`src/design/abx_map.vh`:
```
// Notes on behaviour
// - and-with-register: W AND f, d picks destination
// - and-with-register updates only negative and zero
// - access bit 0 access bank, 1 bank selector
// - a=0, extended, f<=5Fh: indexed literal offset
// - bit-clear zeroes bit b, flags untouched
// - branch_on_carry branches only when carry set
// - branch_on_negative branches only when negative set
// - branch_on_no_carry branches only when carry clear
// - branch_on_non_negative branches only when negative clear
// - branch_on_no_overflow branches only when overflow clear
// - branch_on_nonzero branches only when zero clear
// - taken branch: counter becomes counter+2+2n
// - taken two cycles, second idle; untaken no write
`ifndef ABX_MAP_VH
`define ABX_MAP_VH
// opcode fields
`define ABX_OP_AND 6'h05
`define ABX_OP_BCLR 4'h9
`define ABX_OP_BC 8'hE2
`define ABX_OP_BN 8'hE6
`define ABX_OP_BNC 8'hE3
`define ABX_OP_BNN 8'hE7
`define ABX_OP_BRANCH_ON_NO_OVERFLOW 8'hE5
`define ABX_OP_BNZ 8'hE1
// operand addressing
`define ABX_ILO_MAX 8'h5F
`define ABX_ACC_SPLIT 8'h80
`define ABX_ACC_HI_BANK 4'hF
`define ABX_ACC_LO_BANK 4'h0
// program counter step per word, in bytes
`define ABX_PC_STEP 16'h0002
// instruction phases
`define ABX_Q1 2'h0
`define ABX_Q2 2'h1
`define ABX_Q3 2'h2
`define ABX_Q4 2'h3
// status bit positions
`define ABX_ST_C 0
`define ABX_ST_DC 1
`define ABX_ST_Z 2
`define ABX_ST_OV 3
`define ABX_ST_N 4
// control bit positions
`define ABX_CTRL_RUN 0
`define ABX_CTRL_EXT 1
// register byte offsets
`define ABX_REG_CTRL 8'h00
`define ABX_REG_WORK 8'h04
`define ABX_REG_BANK 8'h08
`define ABX_REG_STATUS 8'h0C
`define ABX_REG_PC 8'h10
`define ABX_REG_IDX 8'h14
`define ABX_REG_STATE 8'h18
// reset values
`define ABX_RST_CTRL 2'h0
`define ABX_RST_WORK 8'h00
`define ABX_RST_BANK 4'h0
`define ABX_RST_STATUS 5'h00
`define ABX_RST_PC 16'h0000
`define ABX_RST_IDX 12'h000
`define ABX_RST_INSTR 16'h0000
// bus responses
`define ABX_RESP_OKAY 2'h0
`define ABX_RESP_SLVERR 2'h2
`endif

```
`src/design/abx_qphase.v`:
```
`timescale 1ns/100ps
// four-phase sequencer; each phase lasts one clock while running
module abx_qphase (
   // clock and reset
   input wire clk_sys_i,
   input wire srst_i,
   // control
   input wire run_i,
   // phase number
   output reg [1:0] phase_o
);
`include "abx_map.vh"

   // phase advances only while running, so a stop freezes mid instruction
   always @(posedge clk_sys_i) begin
      if (srst_i) begin
         phase_o <= `ABX_Q1;
      end else if (run_i) begin
         phase_o <= phase_o + 2'h1;
      end
   end
endmodule // abx_qphase

```
`src/design/abx_decode.v`:
```
`timescale 1ns/100ps
// combinational decode and execute for and, bit-clear and branches
module abx_decode (
   // instruction and context
   input wire [15:0] word_i,
   input wire [7:0] work_i,
   input wire [7:0] rdata_i,
   input wire [4:0] status_i,
   input wire [15:0] pc_i,
   input wire [3:0] bank_i,
   input wire [11:0] idx_base_i,
   input wire ext_en_i,
   // decoded kind
   output wire is_and_o,
   output wire is_bclr_o,
   output wire is_br_o,
   output wire dest_mem_o,
   // results
   output wire [11:0] addr_o,
   output reg [7:0] result_o,
   output wire [4:0] status_o,
   output wire taken_o,
   output wire [15:0] target_o
);
`include "abx_map.vh"

   // operand address from access bit, file byte and mode
   function [11:0] resolve;
      input a;
      input [7:0] f;
      input ext;
      input [3:0] bank;
      input [11:0] base;
      begin
         if (a)
            resolve = {bank, f};
         else if (ext && (f <= `ABX_ILO_MAX))
            resolve = base + {4'h0, f};
         else if (f < `ABX_ACC_SPLIT)
            resolve = {`ABX_ACC_LO_BANK, f};
         else
            resolve = {`ABX_ACC_HI_BANK, f};
      end
   endfunction

   // branch condition for a high opcode byte; unknown bytes never branch
   function br_cond;
      input [7:0] op;
      input [4:0] st;
      begin
         case (op)
            `ABX_OP_BC: br_cond = st[`ABX_ST_C];
            `ABX_OP_BN: br_cond = st[`ABX_ST_N];
            `ABX_OP_BNC: br_cond = ~st[`ABX_ST_C];
            `ABX_OP_BNN: br_cond = ~st[`ABX_ST_N];
            `ABX_OP_BRANCH_ON_NO_OVERFLOW: br_cond = ~st[`ABX_ST_OV];
            `ABX_OP_BNZ: br_cond = ~st[`ABX_ST_Z];
            default: br_cond = 1'b0;
         endcase
      end
   endfunction

   wire [7:0] op_hi; // high opcode byte
   wire [7:0] lit; // file byte or signed offset
   assign op_hi = word_i[15:8];
   assign lit = word_i[7:0];

   assign is_and_o = (word_i[15:10] == `ABX_OP_AND);
   assign is_bclr_o = (word_i[15:12] == `ABX_OP_BCLR);
   assign is_br_o = (op_hi == `ABX_OP_BC) || (op_hi == `ABX_OP_BN) ||
                    (op_hi == `ABX_OP_BNC) || (op_hi == `ABX_OP_BNN) ||
                    (op_hi == `ABX_OP_BRANCH_ON_NO_OVERFLOW) || (op_hi == `ABX_OP_BNZ);
   assign dest_mem_o = word_i[9];
   assign addr_o = resolve(word_i[8], lit, ext_en_i, bank_i, idx_base_i);

   // processed data for the write phase
   always @* begin
      result_o = rdata_i;
      if (is_and_o)
         result_o = work_i & rdata_i;
      else if (is_bclr_o)
         result_o = rdata_i & ~(8'h01 << word_i[11:9]);
   end

   // only negative and zero follow the and result
   assign status_o = {result_o[7], status_i[`ABX_ST_OV], (result_o == 8'h00),
                      status_i[`ABX_ST_DC], status_i[`ABX_ST_C]};

   // counter was already stepped in decode, so target is pc+2+2n
   assign taken_o = is_br_o && br_cond(op_hi, status_i);
   assign target_o = pc_i + {{7{lit[7]}}, lit, 1'b0};
endmodule // abx_decode

```
`src/design/abx_core.v`:
```
// Design decisions made here: register access over AXI4-Lite and the placing of the registers.
`timescale 1ns/100ps
// execution core with an axi4-lite register slave
module abx_core (
   // clock and reset
   input wire clk_sys_i,
   input wire srst_i,
   // axi4-lite write address
   input wire [7:0] s_axi_awaddr_i,
   input wire s_axi_awvalid_i,
   output wire s_axi_awready_o,
   // axi4-lite write data
   input wire [31:0] s_axi_wdata_i,
   input wire [3:0] s_axi_wstrb_i,
   input wire s_axi_wvalid_i,
   output wire s_axi_wready_o,
   // axi4-lite write response
   output reg [1:0] s_axi_bresp_o,
   output reg s_axi_bvalid_o,
   input wire s_axi_bready_i,
   // axi4-lite read address
   input wire [7:0] s_axi_araddr_i,
   input wire s_axi_arvalid_i,
   output wire s_axi_arready_o,
   // axi4-lite read data
   output reg [31:0] s_axi_rdata_o,
   output reg [1:0] s_axi_rresp_o,
   output reg s_axi_rvalid_o,
   input wire s_axi_rready_i,
   // program fetch
   output wire [15:0] fetch_addr_o,
   input wire [15:0] instr_i,
   // data memory
   output reg [11:0] dmem_addr_o,
   output wire dmem_rd_o,
   input wire [7:0] dmem_rdata_i,
   output wire dmem_wr_o,
   output reg [7:0] dmem_wdata_o
);
`include "abx_map.vh"

   // merge strobed bytes into an old word
   function [31:0] wmerge;
      input [31:0] old;
      input [31:0] data;
      input [3:0] strb;
      integer i;
      begin
         wmerge = old;
         for (i = 0; i < 4; i = i + 1)
            if (strb[i])
               wmerge[i*8 +: 8] = data[i*8 +: 8];
      end
   endfunction

   // every register resets on the clock; there is no asynchronous path
   // software-visible state
   reg run; // core advances only while set
   reg ext_en; // extended instruction set enable
   reg [7:0] work; // working register
   reg [3:0] bank_selector; // bank for a=1 operands
   reg [4:0] status; // carry, digit carry, zero, overflow_flag, negative
   reg [15:0] program_counter; // byte address of next fetch
   reg [11:0] idx_base; // base for indexed literal offset
   // instruction state
   reg [15:0] instr; // word under execution
   reg flush; // current cycle is the idle second cycle of a branch
   reg [7:0] rdata_q; // operand read in the read phase
   // bus state
   // one write slot: each half waits here until the other has arrived
   reg aw_held; // write address taken, waiting for data
   reg w_held; // write data taken, waiting for address
   reg [7:0] aw_addr_q;
   reg [31:0] w_data_q;
   reg [3:0] w_strb_q;

   // datapath nets
   wire [1:0] phase; // current phase
   wire [15:0] dec_word; // word seen by the decoder
   wire is_and;
   wire is_bclr;
   wire is_br;
   wire dest_mem;
   wire [11:0] op_addr;
   wire [7:0] result;
   wire [4:0] next_status;
   wire taken;
   wire [15:0] target;
   wire do_wr; // both write halves present
   wire aw_hs;
   wire w_hs;
   wire ar_hs;
   wire [31:0] wr_word; // old value merged with strobed data
   // address decode, combinational
   reg [31:0] rd_word; // read mux
   reg rd_hit; // read address is mapped
   reg [31:0] old_word; // current value at the write address
   reg wr_hit; // write address is mapped

   // phase sequencer
   abx_qphase u_qphase (
      .clk_sys_i(clk_sys_i),
      .srst_i(srst_i),
      .run_i(run),
      .phase_o(phase)
   );

   // decode the incoming word in decode phase so the address is ready for read
   assign dec_word = (phase == `ABX_Q1) ? instr_i : instr;

   // decode and execute datapath
   // the decoder holds no state; every register of the core lives here, except the phase, which the sequencer holds
   abx_decode u_decode (
      .word_i(dec_word),
      .work_i(work),
      .rdata_i(rdata_q),
      .status_i(status),
      .pc_i(program_counter),
      .bank_i(bank_selector),
      .idx_base_i(idx_base),
      .ext_en_i(ext_en),
      .is_and_o(is_and),
      .is_bclr_o(is_bclr),
      .is_br_o(is_br),
      .dest_mem_o(dest_mem),
      .addr_o(op_addr),
      .result_o(result),
      .status_o(next_status),
      .taken_o(taken),
      .target_o(target)
   );

   // fetch address is the counter itself, always word aligned
   assign fetch_addr_o = program_counter;
   // read strobe in read phase, write strobe in write phase
   assign dmem_rd_o = run && !flush && (phase == `ABX_Q2) && (is_and || is_bclr);
   assign dmem_wr_o = run && !flush && (phase == `ABX_Q4) &&
                      (is_bclr || (is_and && dest_mem));

   // bus handshakes; one write and one read in flight at most
   // a waiting response blocks both write halves, which keeps writes in order
   assign s_axi_awready_o = !aw_held && !s_axi_bvalid_o;
   assign s_axi_wready_o = !w_held && !s_axi_bvalid_o;
   assign s_axi_arready_o = !s_axi_rvalid_o;
   assign aw_hs = s_axi_awvalid_i && s_axi_awready_o;
   assign w_hs = s_axi_wvalid_i && s_axi_wready_o;
   assign ar_hs = s_axi_arvalid_i && s_axi_arready_o;
   assign do_wr = aw_held && w_held && !s_axi_bvalid_o;
   assign wr_word = wmerge(old_word, w_data_q, w_strb_q);

   // register read mux shared by the read and write paths
   // unmapped addresses read zero and report a miss, answered with a slave error
   function [32:0] regmux;
      input [7:0] a;
      reg [31:0] v;
      reg hit;
      begin
         v = 32'h00000000;
         hit = 1'b1;
         case (a)
            `ABX_REG_CTRL: v = {30'h00000000, ext_en, run};
            `ABX_REG_WORK: v = {24'h000000, work};
            `ABX_REG_BANK: v = {28'h0000000, bank_selector};
            `ABX_REG_STATUS: v = {27'h0000000, status};
            `ABX_REG_PC: v = {16'h0000, program_counter};
            `ABX_REG_IDX: v = {20'h00000, idx_base};
            `ABX_REG_STATE: v = {13'h0000, flush, phase, instr};
            default: hit = 1'b0;
         endcase
         regmux = {hit, v};
      end
   endfunction

   // decode read and write addresses
   always @* begin
      {rd_hit, rd_word} = regmux(s_axi_araddr_i);
      {wr_hit, old_word} = regmux(aw_addr_q);
   end

   // write channel capture and response
   // a miss still answers, with a slave error, and changes nothing
   always @(posedge clk_sys_i) begin
      if (srst_i) begin
         aw_held <= 1'b0;
         w_held <= 1'b0;
         aw_addr_q <= 8'h00;
         w_data_q <= 32'h00000000;
         w_strb_q <= 4'h0;
         s_axi_bvalid_o <= 1'b0;
         s_axi_bresp_o <= `ABX_RESP_OKAY;
      end else begin
         // address and data may arrive in either order
         if (aw_hs) begin
            aw_held <= 1'b1;
            aw_addr_q <= s_axi_awaddr_i;
         end
         if (w_hs) begin
            w_held <= 1'b1;
            w_data_q <= s_axi_wdata_i;
            w_strb_q <= s_axi_wstrb_i;
         end
         if (do_wr) begin
            aw_held <= 1'b0;
            w_held <= 1'b0;
            s_axi_bvalid_o <= 1'b1;
            s_axi_bresp_o <= wr_hit ? `ABX_RESP_OKAY : `ABX_RESP_SLVERR;
         end else if (s_axi_bvalid_o && s_axi_bready_i) begin
            s_axi_bvalid_o <= 1'b0;
         end
      end
   end

   // read channel: data one cycle after the address is taken
   // arready drops while data waits, so a second read cannot overtake the first
   always @(posedge clk_sys_i) begin
      if (srst_i) begin
         s_axi_rvalid_o <= 1'b0;
         s_axi_rdata_o <= 32'h00000000;
         s_axi_rresp_o <= `ABX_RESP_OKAY;
      end else if (ar_hs) begin
         s_axi_rvalid_o <= 1'b1;
         s_axi_rdata_o <= rd_word;
         s_axi_rresp_o <= rd_hit ? `ABX_RESP_OKAY : `ABX_RESP_SLVERR;
      end else if (s_axi_rready_i) begin
         s_axi_rvalid_o <= 1'b0;
      end
   end

   // software writes first, core updates after so the core wins a clash
   // a clash drops the bus write; software is expected to write while stopped
   always @(posedge clk_sys_i) begin
      if (srst_i) begin
         {ext_en, run} <= `ABX_RST_CTRL;
         work <= `ABX_RST_WORK;
         bank_selector <= `ABX_RST_BANK;
         status <= `ABX_RST_STATUS;
         program_counter <= `ABX_RST_PC;
         idx_base <= `ABX_RST_IDX;
         instr <= `ABX_RST_INSTR;
         flush <= 1'b0;
         rdata_q <= 8'h00;
         dmem_addr_o <= 12'h000;
         dmem_wdata_o <= 8'h00;
      end else begin
         if (do_wr) begin
            case (aw_addr_q)
               `ABX_REG_CTRL: begin
                  run <= wr_word[`ABX_CTRL_RUN];
                  ext_en <= wr_word[`ABX_CTRL_EXT];
               end
               `ABX_REG_WORK: work <= wr_word[7:0];
               `ABX_REG_BANK: bank_selector <= wr_word[3:0];
               `ABX_REG_STATUS: status <= wr_word[4:0];
               // word aligned: the low byte bit is forced to zero
               `ABX_REG_PC: program_counter <= {wr_word[15:1], 1'b0};
               `ABX_REG_IDX: idx_base <= wr_word[11:0];
               default: ;
            endcase
         end
         if (run) begin
            case (phase)
               `ABX_Q1: begin
                  // idle second cycle of a taken branch fetches nothing; the counter
                  // already holds the target, which is fetched one cycle later
                  if (!flush) begin
                     instr <= instr_i;
                     dmem_addr_o <= op_addr;
                     program_counter <= program_counter + `ABX_PC_STEP;
                  end
               end
               `ABX_Q2: begin
                  // only and and bit-clear read; branches and the idle cycle do not
                  if (dmem_rd_o)
                     rdata_q <= dmem_rdata_i;
               end
               `ABX_Q3: begin
                  // latched so the write phase drives a settled byte
                  dmem_wdata_o <= result;
               end
               `ABX_Q4: begin
                  if (flush) begin
                     // the idle cycle ends only here: the branch word still sits in
                     // instr and must not be executed a second time
                     flush <= 1'b0;
                  end else begin
                     if (is_and) begin
                        // carry, digit carry and overflow keep their values
                        status <= next_status;
                        if (!dest_mem)
                           work <= dmem_wdata_o;
                     end
                     // untaken branch writes nothing here
                     if (taken) begin
                        program_counter <= target;
                        flush <= 1'b1;
                     end
                  end
               end
               default: ;
            endcase
         end
      end
   end
endmodule // abx_core

```
`config.mk`:
```
export PLATFORM = sky130hd
export DESIGN_NAME = abx_core
export DESIGN_NICKNAME = d
export VERILOG_FILES = /design/src/design/abx_qphase.v /design/src/design/abx_decode.v /design/src/design/abx_core.v
export VERILOG_INCLUDE_DIRS = /design/src /design/src/design
export SDC_FILE = /design/constraint.sdc
export NUM_CORES = 1
export LEC_CHECK = 0
export BUFFER_PORTS_ARGS = -buffer_cell sky130_fd_sc_hd__buf_2
export CAP_MARGIN = 40
export CORE_MARGIN = 2
export CORE_UTILIZATION = 45
export DETAILED_ROUTE_END_ITERATION = 6
export PLACE_DENSITY = 0.73
export SYNTH_ARGS = -nofsm -noshare
export SYNTH_HDL_FRONTEND = slang
export SYNTH_SLANG_ARGS = --single-unit
```
`constraint.sdc`:
```
create_clock -name clk_sys_i -period 3.6 [get_ports clk_sys_i]
set_clock_uncertainty 0.05 [all_clocks]
set_input_delay 0.36 -clock clk_sys_i [delete_from_list [all_inputs] [get_ports clk_sys_i]]
set_output_delay 0.36 -clock clk_sys_i [all_outputs]
set_load 0.02 [all_outputs]
```
==> out/metrics.cfg <==
[synthesis]
synth.most_common_cell = nand2_1
synth-edff-count = 0
ys.flop_type = dfxtp_1
ys_types = 73
async_reset_ff_frac = 0
yosys_warnings = 0
synth_top_area_frac = 0.330
yosysTopAreaCell = dfxtp_1
synthTopCellsByArea = dfxtp_1, mux2i_1, nand2_1, a21oi_1, nor2_1
synth_seq_cells = 145
yosys-top-cells-count = nand2_1, dfxtp_1, a21oi_1
syn_inst = 1113
syn_avg_cell_area_sq_um = 7.90
ys_seq_area_frac = 0.330
synthesis.area_sq_um = 8790

[critical_path]
r2r-end = dmem_addr_o[10]
r2r_cells = 12
worstReg2RegStart = u_qphase.phase_o[0]
path_cells = inv_1 > ha_4 > buf_4 > mux2_2 > or2_4 > or2_1 > o21ai_0 > and2_1 > buf_2
crit_type = reg -> out
path_depth = 9
cpMaxStageDelayCell = mux2_2
crit_start = u_qphase.phase_o[0]
rrSetupSlack_ns = 0.22
cp.arrival_ns = 3.00
setup.worst_path.end_class = output pin
crit_required_ns = 3.19
cp_max_fo = 16
path_buf_inv = 3
crit_family = simple AND/OR/NAND/NOR gates
critPathLaunchType = flip-flop
max_stage_delay_ns = 0.37
crit_end = dmem_wr_o

[finish]
fillers = 1864
nets = 1330
diodes = 0
regArea_sq_um = 2900
drive_above_1_share = 0.182
area_growth_pct = 16.4
multiInputGateArea_sq_um = 5490

[sta]
fin_hold_ws_ns = 0.0524
grt_setup_unrepaired = false
clock.fmax_ghz = 0.293
tightest_slew_ns = 0.937
report.final.hold_viol_count = 0
drv_slew = 0
setup_viol = 0
period_minus_slack_ns = 3.41
setup_tns_ns = 0
relSlewSlack = 0.375
min_period_over_period = 0.948

[clock_tree]
numClockSinks = 145
htreeDepth = 4
cts_setup_buffers = 0
clockBufferDepth = 2
cts.reportedPaths.clkPinSlew_ns = 0.06
insertion_delay_ns = 0.44
tritoncts = done
cts_root_buf = clkbuf_16
numCtsBuffers = 17

[global_routing]
grt-ovfl-total = 0
grt_pass1_vias = 7866
grt_pass1_wl_mm = 42.8
grt_max_degree = 65
grt_use_total = 0.269
antenna_found_initial = 0

[route]
drt_pass1_iterations = 7
ant_nets = 0
vias = 8752
wirelength_mm = 28.1
drt-vias-per-instance = 5.86
wl_per_cell_um = 18.8
drt_iter0_markers = 981
drc = 0

[floorplan]
die-area_sq_um = 20700
fp-row-count = 51
initial_core_util = 0.455
ioPinCount = 162
die_h_um = 144
fp.dieW_um = 144
core_area_sq_um = 19300

[pwr]
cellPowerDensity_nw_per_um2 = 374
p_leak_nw = 4.08
ir_worst_vdd_mv = 0.326

[place]
gp_congestion = 0.972
place.port_buffers = 128
dp_hpwl_mm = 20.8

[job]
max_cap_viol_count = 0

[status]
status = complete, no violations

[worst_hold_path]
holdCritPathClass = in -> reg

worst register-to-register path: cells and delay by family, from the launching register on:
family / cells / cell delay (ns)
multiplexers: 1 / 0.39
AO/OA/AOI/OAI: 6 / 1.02
flip-flops: 1 / 0.36
AND/OR/NAND/NOR: 1 / 0.40
adder cells (fa/ha/maj): 3 / 0.91
buffers and inverters: 1 / 0.18
layout by cell type (no fill, tap or decap), types with 22 or more instances in the layout:
cell       n
nor2_1   114
mux2i_1   62
o21ai_0   37
nor3_1    23
buf_4     27
nand3_1   22
buf_2    127
ha_1      29
a21oi_1  123
nand2_1  167
dfxtp_1  145
how the worst min path moves through the flow:
stage	startpoint	endpoint	slack, ns	depth (start not counted)
2_1_floorplan	w_data_q[6]	w_data_q[6]	0.38	2
3_3_place_gp	s_axi_rdata_o[17]	s_axi_rdata_o[17]	0.39	2
3_5_place_dp	s_axi_rdata_o[18]	s_axi_rdata_o[18]	0.39	2
4_1_cts	s_axi_rready_i	s_axi_rvalid_o	0.05	2
5_1_grt	s_axi_rready_i	s_axi_rvalid_o	0.05	2
6_report	s_axi_rready_i	s_axi_rvalid_o	0.05	2
per-layer routing:
metal,share of wire,track usage
met3,0.10,0.0706
met4,0.045,0.127
met2,0.44,0.412
met5,0,0
met1,0.41,0.353
through the flow:
step | util | area, sq um | setup WS (ns) | instances | power (W)
after global routing | 0.529 | 10200 | 0.0345 | 1493 | 0.00394
after global placement | 0.497 | 9610 | 0.189 | 1461 | 0.00204
after CTS | 0.528 | 10200 | 0.0504 | 1493 | 0.00383
after floorplan | - | 8840 | 0.0163 | 1127 | 0.00194
after detailed placement | 0.497 | 9610 | 0.0963 | 1461 | 0.00205
final | 0.529 | 10200 | 0.186 | 1493 | 0.00383
logic make-up after synthesis:
group,Yosys count,synth area share
other cells,1,0.000427
simple gates,412,0.214
mux,81,0.0956
buf+inv,104,0.0549
xor+xnor,33,0.0329
compound gates,305,0.224
flops,145,0.330
fa+ha+maj,32,0.0473
power breakdown:
| part | internal (W) | switching (W) | leakage [nW] | total (W) |
|---|---|---|---|---|
| Combinational | 0.000126 | 0.000231 | 2.63 | 0.000357 |
| Clock | 0.00105 | 0.000755 | 0.281 | 0.00181 |
| Sequential | 0.00163 | 0.0000291 | 1.17 | 0.00166 |
flip-flops by register name, summed over array words and instances (netlist names), 2 cells and up:
register and flops:
fetch_addr_o 16, dmem_addr_o 12, dmem_wdata_o 8, bank_selector 4, w_data_q 16, work 8, instr 16, rdata_q 8
u_qphase.phase_o 2, w_strb_q 2, idx_base 12, aw_addr_q 8, status 5, s_axi_rdata_o 19
final cells by class:
class	count	area share
Timing Repair Buffer	154	0.0820
Multi-Input combinational cell	878	0.537
Tap cell	265	0.0324
Clock buffer	20	0.0437
Sequential cell	145	0.284
Inverter	19	0.00697
Clock inverter	12	0.0143
what timing repair did:
action | in CTS | in global routing
gates resized for setup | 1 | 5
hold buffers | 0 | 0
endpoints found under the setup margin | 1 | 13
pin swaps | 0 | 0
Power figures use the tool's default switching activity.
